==> config.mk <==
export PLATFORM = sky130hd
export DESIGN_NAME = adsq_control
export DESIGN_NICKNAME = d
export VERILOG_FILES = /design/src/shared/adsq_pkg.sv /design/src/verilog/adsq_control.sv /design/src/verilog/adsq_fifo.sv
export SDC_FILE = /design/constraint.sdc
export NUM_CORES = 1
export LEC_CHECK = 0
export BUFFER_PORTS_ARGS = -buffer_cell sky130_fd_sc_hd__buf_2
export CAP_MARGIN = 20
export CORE_UTILIZATION = 35
export DETAILED_ROUTE_END_ITERATION = 8
export GPL_TIMING_DRIVEN = 0
export PLACE_DENSITY = 0.62
export SYNTH_ARGS = -nofsm -noshare
export SYNTH_HDL_FRONTEND = slang
export SYNTH_SLANG_ARGS = --single-unit
==> constraint.sdc <==
create_clock -name clock -period 3.5 [get_ports clock]
set_input_delay 0.525 -clock clock [delete_from_list [all_inputs] [get_ports clock]]
set_output_delay 0.525 -clock clock [all_outputs]
set_load 0.01 [all_outputs]
==> src/shared/adsq_pkg.sv <==
package adsq_pkg;
    // Register byte offsets
    localparam logic [7:0] OFS_CONTROL = 8'h00;
    localparam logic [7:0] OFS_MODE = 8'h04;
    localparam logic [7:0] OFS_CHAN_ENABLE = 8'h10;
    localparam logic [7:0] OFS_CHAN_DISABLE = 8'h14;
    localparam logic [7:0] OFS_CHANNEL_ENABLE_STATUS = 8'h18;
    localparam logic [7:0] OFS_STATUS = 8'h1C;
    localparam logic [7:0] OFS_LAST_RESULT = 8'h20;
    localparam logic [7:0] OFS_FIFO_DATA = 8'h24;
    localparam logic [7:0] OFS_CHAN_RESULT0 = 8'h30;
    // Control register fields
    localparam int CTL_START_BIT = 1;
    localparam int CTL_SOFT_RESET_BIT = 0;
    // Mode register fields
    localparam int MODE_TRG_EN_BIT = 0;
    localparam int MODE_TRG_SEL_LSB = 1;
    localparam int MODE_LOWRES_BIT = 4;
    localparam int MODE_SLEEP_BIT = 5;
    localparam int MODE_STARTUP_LSB = 16;
    localparam int MODE_SHTIM_LSB = 24;
    localparam logic [31:0] MODE_RESET = 32'h0000_0000;
    // Trigger source encodings
    localparam logic [2:0] TRG_TIMER0 = 3'h0;
    localparam logic [2:0] TRG_TIMER1 = 3'h1;
    localparam logic [2:0] TRG_TIMER2 = 3'h2;
    localparam logic [2:0] TRG_EXTERNAL = 3'h6;
    // Result widths and channel count
    localparam int RES_HIGH_BITS = 10;
    localparam int RES_LOW_BITS = 8;
    localparam int NUM_CHANNELS = 4;
    // Startup unit: startup field counts in multiples of this many clocks
    localparam int STARTUP_UNIT_CYCLES = 8;
    // Unmapped reads
    localparam logic [31:0] READ_UNMAPPED = 32'h0000_0000;
endpackage : adsq_pkg

==> src/verilog/adsq_control.sv <==
// Design decisions made here: the Avalon-MM slave port and the address map.
`timescale 1ns/10ps
// Operation
// RULE_01 - Resolution is 8 or 10 bits, picked by a mode bit.
// RULE_02 - Each result goes to the shared register and its channel register.
// RULE_03 - External trigger source starts a sequence on a pin rising edge.
// RULE_04 - Software start or timer outputs 0 to 2 may also trigger.
// RULE_05 - Device drives the 4-to-1 input multiplexer select.
// RULE_06 - Channels enabled one by one; only enabled ones are converted.
// RULE_07 - Sleep mode wakes on trigger, converts all enabled, sleeps again.
// RULE_08 - Status register bits 0..3 show which channels are enabled.
// RULE_09 - Results are handed to a DMA channel without processor help.
// RULE_10 - Configurable startup and sample-and-hold delays precede conversions.
// RULE_11 - Only the selected source triggers; triggers during a sequence ignored.
module adsq_control
    import adsq_pkg::*;
#(
    parameter int FIFO_DEPTH = 16
) (
    // Clock and reset
    input wire logic clock,
    input wire logic reset,
    // Avalon-MM slave
    input wire logic [7:0] avs_address,
    input wire logic avs_read,
    input wire logic avs_write,
    input wire logic [31:0] avs_writedata,
    input wire logic [3:0] avs_byteenable,
    output logic [31:0] avs_readdata,
    output logic avs_waitrequest,
    // Trigger pins
    input wire logic ext_conv_trigger_pin,
    input wire logic timer0_output_a,
    input wire logic timer1_output_a,
    input wire logic timer2_output_a,
    // Converter core
    output logic [1:0] core_mux_select,
    output logic core_power_on,
    output logic core_sample,
    output logic core_start,
    input wire logic core_done,
    input wire logic [9:0] core_data,
    // Peripheral DMA channel
    output logic peripheral_dma_channel_valid,
    input wire logic peripheral_dma_channel_ready,
    output logic [11:0] peripheral_dma_channel_data
);
    typedef enum logic [5:0] {
        ST_IDLE = 6'b00_0001,
        ST_STARTUP = 6'b00_0010,
        ST_SELECT = 6'b00_0100,
        ST_SAMPLE = 6'b00_1000,
        ST_CONVERT = 6'b01_0000,
        ST_STORE = 6'b10_0000
    } adsq_state_t;

    adsq_state_t state;
    logic [31:0] mode;
    logic [NUM_CHANNELS-1:0] chan_en;
    logic [9:0] last_result;
    logic [1:0] last_chan;
    logic [9:0] chan_result [NUM_CHANNELS];
    logic [NUM_CHANNELS-1:0] pending;
    logic [1:0] cur_chan;
    logic [11:0] delay_cnt;
    logic sw_start;
    logic sw_reset;
    logic [3:0] pin_s1;
    logic [3:0] pin_s2;
    logic [3:0] pin_s3;
    logic [3:0] pin_rise;
    logic trig_sel;
    logic trigger;
    logic overrun;
    logic [9:0] next_result;
    logic fifo_in_ready;
    logic fifo_pop;
    logic [11:0] fifo_out_data;
    logic fifo_out_valid;
    logic wr_hit;
    logic rd_hold;

    // Two-flop synchronisers for pins, third stage for edge detection
    always_ff @(posedge clock) begin
        if (reset) begin
            pin_s1 <= '0;
            pin_s2 <= '0;
            pin_s3 <= '0;
        end else begin
            pin_s1 <= {ext_conv_trigger_pin, timer2_output_a, timer1_output_a, timer0_output_a};
            pin_s2 <= pin_s1;
            pin_s3 <= pin_s2;
        end
    end
    assign pin_rise = pin_s2 & ~pin_s3;

    // Trigger source selection
    always_comb begin
        case (mode[MODE_TRG_SEL_LSB +: 3])
            TRG_TIMER0: trig_sel = pin_rise[0]; // RULE_04
            TRG_TIMER1: trig_sel = pin_rise[1]; // RULE_04
            TRG_TIMER2: trig_sel = pin_rise[2]; // RULE_04
            TRG_EXTERNAL: trig_sel = pin_rise[3]; // RULE_03
            default: trig_sel = 1'b0; // RULE_11
        endcase
    end
    // Hardware trigger when enabled, otherwise software start
    assign trigger = mode[MODE_TRG_EN_BIT] ? trig_sel : sw_start; // RULE_04

    // Bus decode; a read waits one cycle so its data stand when waitrequest drops
    assign avs_waitrequest = avs_read && !rd_hold;
    assign wr_hit = avs_write && (avs_byteenable != 4'h0);
    assign sw_start = wr_hit && (avs_address == OFS_CONTROL) && avs_writedata[CTL_START_BIT];
    assign sw_reset = wr_hit && (avs_address == OFS_CONTROL)
        && avs_writedata[CTL_SOFT_RESET_BIT];
    assign fifo_pop = avs_read && !rd_hold && (avs_address == OFS_FIFO_DATA);

    // Read wait state: set by the first cycle of a read, cleared at its acceptance
    always_ff @(posedge clock) begin
        if (reset) begin
            rd_hold <= 1'b0;
        end else begin
            rd_hold <= avs_read && !rd_hold;
        end
    end

    // Mode register with byte lanes
    always_ff @(posedge clock) begin
        if (reset || sw_reset) begin
            mode <= MODE_RESET;
        end else if (avs_write && avs_address == OFS_MODE) begin
            for (int b = 0; b < 4; b++) begin
                if (avs_byteenable[b]) begin
                    mode[8*b +: 8] <= avs_writedata[8*b +: 8];
                end
            end
        end
    end

    // Channel enable set/clear
    always_ff @(posedge clock) begin
        if (reset || sw_reset) begin
            chan_en <= '0;
        end else if (wr_hit && avs_address == OFS_CHAN_ENABLE) begin
            chan_en <= chan_en | avs_writedata[NUM_CHANNELS-1:0]; // RULE_06
        end else if (wr_hit && avs_address == OFS_CHAN_DISABLE) begin
            chan_en <= chan_en & ~avs_writedata[NUM_CHANNELS-1:0]; // RULE_06
        end
    end

    // Read data register
    always_ff @(posedge clock) begin
        if (reset) begin
            avs_readdata <= '0;
        end else if (avs_read && !rd_hold) begin
            case (avs_address)
                OFS_MODE: avs_readdata <= mode;
                OFS_CHANNEL_ENABLE_STATUS: avs_readdata <= {28'h000_0000, chan_en}; // RULE_08
                OFS_STATUS: avs_readdata <= {24'h00_0000, overrun, fifo_out_valid,
                    ~fifo_in_ready, (state != ST_IDLE), pending};
                OFS_LAST_RESULT: avs_readdata <= {18'h0_0000, 2'(last_chan), 2'h0, last_result};
                OFS_FIFO_DATA: avs_readdata <= {20'h0_0000, fifo_out_data};
                OFS_CHAN_RESULT0: avs_readdata <= {22'h00_0000, chan_result[0]};
                OFS_CHAN_RESULT0 + 8'h04: avs_readdata <= {22'h00_0000, chan_result[1]};
                OFS_CHAN_RESULT0 + 8'h08: avs_readdata <= {22'h00_0000, chan_result[2]};
                OFS_CHAN_RESULT0 + 8'h0C: avs_readdata <= {22'h00_0000, chan_result[3]};
                default: avs_readdata <= READ_UNMAPPED;
            endcase
        end
    end

    // Sequencer
    always_ff @(posedge clock) begin
        if (reset || sw_reset) begin
            state <= ST_IDLE;
            pending <= '0;
            cur_chan <= '0;
            delay_cnt <= '0;
        end else begin
            case (state)
                ST_IDLE: begin
                    // Triggers only accepted here; ignored mid-sequence
                    if (trigger && chan_en != '0) begin // RULE_11
                        pending <= chan_en; // RULE_06
                        delay_cnt <= 12'(mode[MODE_STARTUP_LSB +: 8]) * 12'(STARTUP_UNIT_CYCLES);
                        state <= ST_STARTUP; // RULE_10
                    end
                end
                ST_STARTUP: begin
                    // Startup wait only needed when the core was asleep
                    if (delay_cnt == '0 || !mode[MODE_SLEEP_BIT]) begin // RULE_07
                        state <= ST_SELECT;
                    end else begin
                        delay_cnt <= delay_cnt - 1'b1; // RULE_10
                    end
                end
                ST_SELECT: begin
                    if (pending == '0) begin
                        state <= ST_IDLE; // RULE_07
                    end else begin
                        for (int c = NUM_CHANNELS - 1; c >= 0; c--) begin
                            if (pending[c]) begin
                                cur_chan <= 2'(c); // RULE_05
                            end
                        end
                        delay_cnt <= 12'(mode[MODE_SHTIM_LSB +: 4]);
                        state <= ST_SAMPLE;
                    end
                end
                ST_SAMPLE: begin
                    if (delay_cnt == '0) begin
                        state <= ST_CONVERT;
                    end else begin
                        delay_cnt <= delay_cnt - 1'b1; // RULE_10
                    end
                end
                ST_CONVERT: begin
                    if (core_done) begin
                        state <= ST_STORE;
                    end
                end
                ST_STORE: begin
                    pending[cur_chan] <= 1'b0;
                    state <= ST_SELECT;
                end
                default: state <= ST_IDLE;
            endcase
        end
    end

    // Core controls
    assign core_mux_select = cur_chan; // RULE_05
    assign core_power_on = !mode[MODE_SLEEP_BIT] || (state != ST_IDLE); // RULE_07
    assign core_sample = (state == ST_SAMPLE);
    assign core_start = (state == ST_CONVERT);

    // Resolution: 8-bit mode keeps the top eight bits
    assign next_result = mode[MODE_LOWRES_BIT]
        ? {2'b00, core_data[RES_HIGH_BITS-1 -: RES_LOW_BITS]} : core_data; // RULE_01

    // Result capture
    always_ff @(posedge clock) begin
        if (reset || sw_reset) begin
            last_result <= '0;
            last_chan <= '0;
            for (int c = 0; c < NUM_CHANNELS; c++) begin
                chan_result[c] <= '0;
            end
        end else if (state == ST_CONVERT && core_done) begin
            last_result <= next_result; // RULE_02
            last_chan <= cur_chan;
            chan_result[cur_chan] <= next_result; // RULE_02
        end
    end

    // Overrun when the DMA FIFO is full, set wins over clear by status read
    always_ff @(posedge clock) begin
        if (reset || sw_reset) begin
            overrun <= 1'b0;
        end else if (state == ST_CONVERT && core_done && !fifo_in_ready) begin
            overrun <= 1'b1;
        end else if (avs_read && !rd_hold && avs_address == OFS_STATUS) begin
            overrun <= 1'b0;
        end
    end

    // Result FIFO feeding the DMA channel; bus data read also drains it
    adsq_fifo #(
        .WIDTH(12),
        .DEPTH(FIFO_DEPTH)
    ) u_fifo (
        .clock(clock),
        .reset(reset),
        .in_valid(state == ST_CONVERT && core_done), // RULE_09
        .in_ready(fifo_in_ready),
        .in_data({cur_chan, next_result}),
        .out_valid(fifo_out_valid),
        .out_ready(peripheral_dma_channel_ready || fifo_pop),
        .out_data(fifo_out_data)
    );
    assign peripheral_dma_channel_valid = fifo_out_valid; // RULE_09
    assign peripheral_dma_channel_data = fifo_out_data;

    // Assertions
    property p_status_tracks_enable;
        @(posedge clock) disable iff (reset)
        avs_read && !rd_hold && avs_address == OFS_CHANNEL_ENABLE_STATUS
            |=> avs_readdata == {28'h000_0000, $past(chan_en)};
    endproperty
    a_status_tracks_enable: assert property (p_status_tracks_enable) // RULE_08
        else $error("channel status mismatch");

    property p_result_both;
        @(posedge clock) disable iff (reset || sw_reset)
        state == ST_CONVERT && core_done |=> last_result == chan_result[last_chan];
    endproperty
    a_result_both: assert property (p_result_both) // RULE_02
        else $error("result registers disagree");

    property p_lowres;
        @(posedge clock) disable iff (reset || sw_reset)
        state == ST_CONVERT && core_done && mode[MODE_LOWRES_BIT] |=> last_result[9:8] == 2'b00;
    endproperty
    a_lowres: assert property (p_lowres) // RULE_01
        else $error("8-bit result wider than 8 bits");

    property p_only_enabled;
        @(posedge clock) disable iff (reset || sw_reset)
        state == ST_SAMPLE |-> pending[cur_chan];
    endproperty
    a_only_enabled: assert property (p_only_enabled) // RULE_06
        else $error("disabled channel converted");

    property p_ignore_busy;
        @(posedge clock) disable iff (reset || sw_reset)
        (state == ST_SAMPLE || state == ST_CONVERT) && trigger |=> $stable(pending);
    endproperty
    a_ignore_busy: assert property (p_ignore_busy) // RULE_11
        else $error("trigger accepted mid-sequence");

    property p_ext_start;
        @(posedge clock) disable iff (reset || sw_reset)
        state == ST_IDLE && mode[MODE_TRG_EN_BIT] && mode[3:1] == TRG_EXTERNAL
            && pin_rise[3] && chan_en != '0 |=> state == ST_STARTUP;
    endproperty
    a_ext_start: assert property (p_ext_start) // RULE_03
        else $error("external edge did not start");

    property p_sample_hold;
        @(posedge clock) disable iff (reset || sw_reset)
        state == ST_SELECT && pending != '0 && mode[27:24] == 4'h2
            |=> core_sample [*3] ##1 core_start;
    endproperty
    a_sample_hold: assert property (p_sample_hold) // RULE_10
        else $error("sample-and-hold length wrong");

    property p_sleep_return;
        @(posedge clock) disable iff (reset || sw_reset)
        state == ST_SELECT && pending == '0 && mode[MODE_SLEEP_BIT] |=> !core_power_on;
    endproperty
    a_sleep_return: assert property (p_sleep_return) // RULE_07
        else $error("core not back asleep");

    property p_dma_push;
        @(posedge clock) disable iff (reset)
        state == ST_CONVERT && core_done && fifo_in_ready |=> fifo_out_valid;
    endproperty
    a_dma_push: assert property (p_dma_push) // RULE_09
        else $error("result not offered to DMA");
endmodule : adsq_control

==> src/verilog/adsq_fifo.sv <==
`timescale 1ns/10ps
module adsq_fifo #(
    parameter int WIDTH = 12,
    parameter int DEPTH = 16
) (
    // Clock and reset
    input wire logic clock,
    input wire logic reset,
    // Fill side
    input wire logic in_valid,
    output logic in_ready,
    input wire logic [WIDTH-1:0] in_data,
    // Drain side
    output logic out_valid,
    input wire logic out_ready,
    output logic [WIDTH-1:0] out_data
);
    localparam int AW = $clog2(DEPTH);
    logic [WIDTH-1:0] mem [DEPTH];
    logic [AW-1:0] wr_ptr;
    logic [AW-1:0] rd_ptr;
    logic [AW:0] count;
    logic push;
    logic pop;

    // Handshakes
    assign in_ready = (count != (AW+1)'(DEPTH));
    assign out_valid = (count != '0);
    assign push = in_valid && in_ready;
    assign pop = out_valid && out_ready;
    assign out_data = mem[rd_ptr];

    // Storage
    always_ff @(posedge clock) begin
        if (push) begin
            mem[wr_ptr] <= in_data;
        end
    end

    // Pointers and fill count
    always_ff @(posedge clock) begin
        if (reset) begin
            wr_ptr <= '0;
            rd_ptr <= '0;
            count <= '0;
        end else begin
            if (push) begin
                wr_ptr <= (wr_ptr == AW'(DEPTH-1)) ? '0 : wr_ptr + 1'b1;
            end
            if (pop) begin
                rd_ptr <= (rd_ptr == AW'(DEPTH-1)) ? '0 : rd_ptr + 1'b1;
            end
            count <= count + (AW+1)'(push) - (AW+1)'(pop);
        end
    end
endmodule : adsq_fifo

-- Yosys cells after proc, flatten, opt, wreduce, memory -nomap -nowiden
Memory sizes are Yosys's and may differ from the RTL's. A register that Yosys moved wholly into a read port is not among the register bits.
Cells that the tools add are included.
- latch bits: 0
- word-level logic and storage cells: 154
- bits in writable memories: 232
- flip-flop bits (word level): 131
- bits in read-only memories: 0
- bits of input ports: 64
- memories: 2
- output and inout bits: 51
- mux-type cells: 41
- $lt $le $gt $ge: 2
- bitwise operators: 9
- shifts and indexed selects: 0
- multipliers: 0
- reduce and logical (&&, ||, !) cells: 44
- eq/ne operators: 31
- add/subtract/negate cells: 5
- div/mod/pow operators: 0
- memory list (name ; words ; width ; rd ports ; clocked after memory_dff ; wr ports ; RTL line ; source):
    u_fifo.mem ; 16 ; 12 ; 1 ; 1 ; 1 ; adsq_fifo.sv:19 ; logic [WIDTH-1:0] mem [DEPTH];
    chan_result ; 4 ; 10 ; 4 ; 0 ; 4 ; adsq_control.sv:62 ; logic [9:0] chan_result [NUM_CHANNELS];
- operators with widths (kind ; count):
    $pmux W32 S9 ; 1
    $eq A8 B6 Y1 const B ; 6
    $mux W12 ; 4
    $pmux W12 S4 ; 1
    $pmux W6 S6 ; 1
    $eq A8 B5 Y1 const B ; 4
    $mux W4 ; 8
    $mux W6 ; 4
    $mux W10 ; 2
    $logic_and A1 B1 Y1 ; 16
    $reduce_bool A4 Y1 ; 4
    $and A4 B4 Y4 ; 3
    $logic_not A12 Y1 ; 1
    $mux W1 ; 12
    $not A4 Y4 ; 3
    $sub A12 B1 Y12 const B ; 1
    $mux W2 ; 5
    $ne A2 B2 Y1 const B ; 5
    $reduce_and A2 Y1 ; 5
    $reduce_or A10 Y1 ; 1
    $add A4 B1 Y4 const B ; 2
    $eq A4 B4 Y1 const B ; 2
    $eq A8 B3 Y1 const B ; 1
    $logic_not A8 Y1 ; 1
    30 further kinds ; 39

-- Longest topological paths before layout
- depth in word-level cells: 9
- gate-level depth with buffers: 16
- mapped depth without buffers: 15

-- Hierarchy
A second synthesis with hierarchy kept.
- cells, all modules: 1178
- area, all modules: 15295.9 µm²
- modules (own cells, without submodules) (module ; area each (µm²) ; cells an instance ; instances ; seq. area each (µm²)):
    adsq_fifo ; 8204.1 ; 401 ; 1 ; 6105.9
    adsq_control ; 7091.8 ; 777 ; 1 ; 3563.4

-- Least setup slack after synthesis
OpenSTA, ideal clock, no wires.
- kind: input to register
- from: input port avs_address[6]
- to: register u_fifo.count[4]
- data required time: 3.368 ns
- slack: 0.379 ns
- setup time: 0.132 ns
- arrival: 2.989 ns
- stages: 16
- buffers on the path: 2
- path through: buf_2 or4_4 buf_6 nor3_1 o21ai_0 inv_1 ha_1 inv_1 ha_1 inv_1 fa_1 inv_1 a21oi_1 nor2_1 or3_1 a21oi_1
- word-level cells in the longest chain between the ends: 5
- ends and longest elaborated chain (what ; RTL line ; source):
    start, declared ; adsq_control.sv:24 ; input wire logic [7:0] avs_address,
    $eq A8 B6 Y1 ; adsq_control.sv:116 ; assign fifo_pop = avs_read && !rd_hold && (avs_address == OFS_FIFO_DATA);
    $logic_and A1 B1 Y1 ; adsq_control.sv:116 ;
    $logic_or A1 B1 Y1 ; adsq_control.sv:278 ; .out_ready(peripheral_dma_channel_ready || fifo_pop),
    $logic_and A1 B1 Y1 ; adsq_fifo.sv:30 ; assign pop = out_valid && out_ready;
    $sub A5 B1 Y5 ; adsq_fifo.sv:53 ; count <= count + (AW+1)'(push) - (AW+1)'(pop);
    end signal, assigned ; adsq_fifo.sv:53 ;
    end, declared ; adsq_fifo.sv:22 ; logic [AW:0] count;
No other way between the ends.
A chain may end at the register's enable or synchronous reset.

==> results.toml <==
[status]
outcome = "finished clean"

[detailed_routing]
wl_per_cell_um = 22.7
drtAntennaViolNets = 0
drc_errors = 0
drt_iter0_drc = 1014
first_pass_iters = 6
wirelength_um = 44500
via_per_inst = 5.42
num_vias = 10600

[sta]
finClkSkew_ns = 0.0227
setup_viol = 0
fin_crit_sh_pct = 96.0
final_hold_viol_count = 0
fmax_mhz = 298
slew_headroom_pct = 25.5
tightest_slew_ns = 1.11
final_max_slew_viol_count = 0
period_needed_ns = 3.36
rsz0062_at_grt = "false"
fin_hold_ws_ns = 0.186

[worst_setup_path]
path_class = "reg -> out"
reg2reg_depth = 6
rrSetupSlack_ns = 0.17
worst-path-max-fanout = 10
end_kind = "output port"
crit_end = "peripheral_dma_channel_data[3]"
startpoint_type = "flop"
crit_arrival_ns = 2.83
required_ns = 2.97
rr_startpoint = "state[4]$_SDFFE_PP0P_"
r2r_end = "u_fifo.mem[7][4]$_DFFE_PP_"

[floorplanning]
core_um2 = 43300
fp.dieArea_um2 = 45000
initial_core_util_pct = 35.7
num_rows = 76
fp.dieH_um = 212
num_io_pins = 115
die_w_um = 212

[pwr]
total_power_w = 0.00979
p_int_w = 0.00738
vdd_drop_max_uv = 429
switchingPower_w = 0.00241
pwr-share-seq_pct = 47.8
clockPowerShare_pct = 39.8
p_leak_nw = 6.50
power_frac_comb_pct = 12.4
powerDensity_nw_per_um2 = 539
p_sw_share_pct = 24.6

[yosys]
yosysSeqAreaShare_pct = 62.6
synth_edf_count = 232
netlist_area_um2 = 15500
avgSynthCellArea_um2 = 13.0
ys.flop_type = "edfxtp_1"
synth.top_cell.area_share_pct = 45.1
ys_ff_latch = 367
netlist.top_cell.by_area = "edfxtp_1"
synth_cell_types = 72
synthesis.nets = 1263
synthTopCellsByCount = "edfxtp_1 (232), dfxtp_1 (135), nor2_1 (112)"
yosysMostFrequentCell = "edfxtp_1"
ys_top_cells_by_area = "edfxtp_1 (45%), dfxtp_1 (17%), mux4_2 (7.9%), mux2i_1 (3.8%), nor2_1 (2.7%)"
yosys_warnings = 0
synthCells = 1185
synthArstFlopShare_pct = 0

[global_routing]
grt_max_degree = 19
grt_pass1_wl_um = 65400
track_usage_pct = 19.9
grt_overflow_total = 0
grt_pass1_vias = 10400
antenna_found_initial = 1

[worst_hold_path]
min_path_type = "in -> reg"

[clock_tree]
clk_pin_slew_ns = 0.06
ctsLongestPathBuffers = 3
cts-root-buf = "clkbuf_16"
post_cts_buffers = 0
cts_buffers = 38
cts.htree.levels = 2
cts_tree = "yes"
clk_latency_ns = 0.56
cts_num_sinks = 367

[final_layout]
area_growth_pct = 17.5
post-route-util_pct = 42.0
fin_cells = 1963
design_area_um2 = 18200
fin_nets = 1428
num_antenna_cells = 0
layout-drive-gt1-share_pct = 21.8

[placement]
gp_congestion = 0.923
dp.cells = 1892
placed_area_um2 = 16900
portBuffers = 110
dp_hpwl_um = 31400

[run]
maxCapViolCount = 0
## registers in the layout (all words and copies together), names as in the netlist, named ones only
| signal | count |
|---|---|
| avs_readdata | 32 |
| chan_result | 40 |
| core_mux_select | 2 |
| delay_cnt | 12 |
| last_chan | 2 |
| last_result | 10 |
| mode | 32 |
| overrun | 1 |
| pending | 4 |
| pin_s1 | 4 |
| pin_s2 | 4 |
| pin_s3 | 4 |
| rd_hold | 1 |
| state | 6 |
| u_fifo.count | 5 |
| u_fifo.mem | 192 |
| u_fifo.rd_ptr | 4 |
| u_fifo.wr_ptr | 4 |
## worst min path at each step
stage / from / endpoint / slack, ns / cells after the start
5_1_grt: timer1_output_a / pin_s1[1]$_SDFF_PP0_ / 0.19 / 2
3_5_place_dp: pin_s1[1]$_SDFF_PP0_ / pin_s2[1]$_SDFF_PP0_ / 0.43 / 1
6_report: timer0_output_a / pin_s1[0]$_SDFF_PP0_ / 0.19 / 2
2_1_floorplan: pin_s1[0]$_SDFF_PP0_ / pin_s2[0]$_SDFF_PP0_ / 0.41 / 1
4_1_cts: timer0_output_a / pin_s1[0]$_SDFF_PP0_ / 0.17 / 2
3_3_place_gp: pin_s1[3]$_SDFF_PP0_ / pin_s2[3]$_SDFF_PP0_ / 0.43 / 1
## metrics by stage
step	setup TNS (ns)	worst slack [ns]
2_1_floorplan	0	0.379
3_3_place_gp	-48.11	-0.863
3_5_place_dp	-0.446	-0.106
4_1_cts	0	0.0484
5_1_grt	0	0.00270
6_report	0	0.141
## cells in the final DEF, fill, tap and decap left out, drive strengths merged, types with 4 or more instances in the layout
cell type	n
nand4	6
nor2b	22
nor4	12
a221oi	12
and3	10
nand2	90
nor3	39
mux4	54
a21o	11
a21oi	54
ha	13
clkbuf	92
nor3b	6
a211oi	8
nand2b	8
a31oi	13
buf	158
a32oi	5
nor2	113
a32o	7
nand3b	4
clkinv	14
o211ai	7
nand3	45
inv	33
or3	8
and2	4
or4	7
edfxtp	232
o31ai	5
dfxtp	135
a22oi	19
o21ai	23
mux2i	59
xor2	5
## cell families (layout without fill, tap and decap cells)
kind of cell               count (synthesis)  in the layout  synth area share, %
buffers and inverters                    107            300                 3.00
AOI/OAI and AO/OA                        190            190                 8.40
muxes                                    116            116                 11.9
and+or+nand+nor                          384            384                 12.6
DFF                                      367            367                 62.6
adders and majority gates                 14             14                 1.18
xor gates and xnor gates                   7              7                0.397
## power by group through the flow
stage / logic, W / registers [W] / clock network [W]
after global routing: 0.00131 / 0.00468 / 0.00413
after CTS: 0.00123 / 0.00468 / 0.00396
after global placement: 0.00120 / 0.00477 / 0
after detailed placement: 0.00122 / 0.00477 / 0
after floorplan: 0.000812 / 0.00476 / 0
final: 0.00122 / 0.00468 / 0.00390
## repair_timing
item / CTS / global route
hold endpoints to repair: 0 / 0
endpoints found under the setup margin: 9 / 3
hold buffers: 0 / 0
gates resized for setup: 5 / 3
## critical path, cell delays in order (launching register included)
cell,delay [ns]
dfxtp_1,0.30
buf_2,0.23
buf_2,0.42
mux4_2,0.57
mux4_2,0.58
buf_2,0.19
## layer usage
| metal | GRT usage [%] | vias up | share of wire (%) |
|---|---|---|---|
| met5 | 0 | - | 0 |
| li1 | - | 4821 | - |
| met4 | 7.27 | 0 | 3.0 |
| met3 | 3.59 | 91 | 7.2 |
| met1 | 25.8 | 5292 | 41 |
| met2 | 33.4 | 430 | 49 |
## cell type report
type	count	area, um2
Tap cell	585	732
Fill cell	4044	25100
Multi-Input combinational cell	711	5370
Clock inverter	17	165
Inverter	33	125
Clock buffer	51	1020
Timing Repair Buffer	125	723
Sequential cell	367	9670
Buffer	74	348
(Power assumes the default switching activity.)
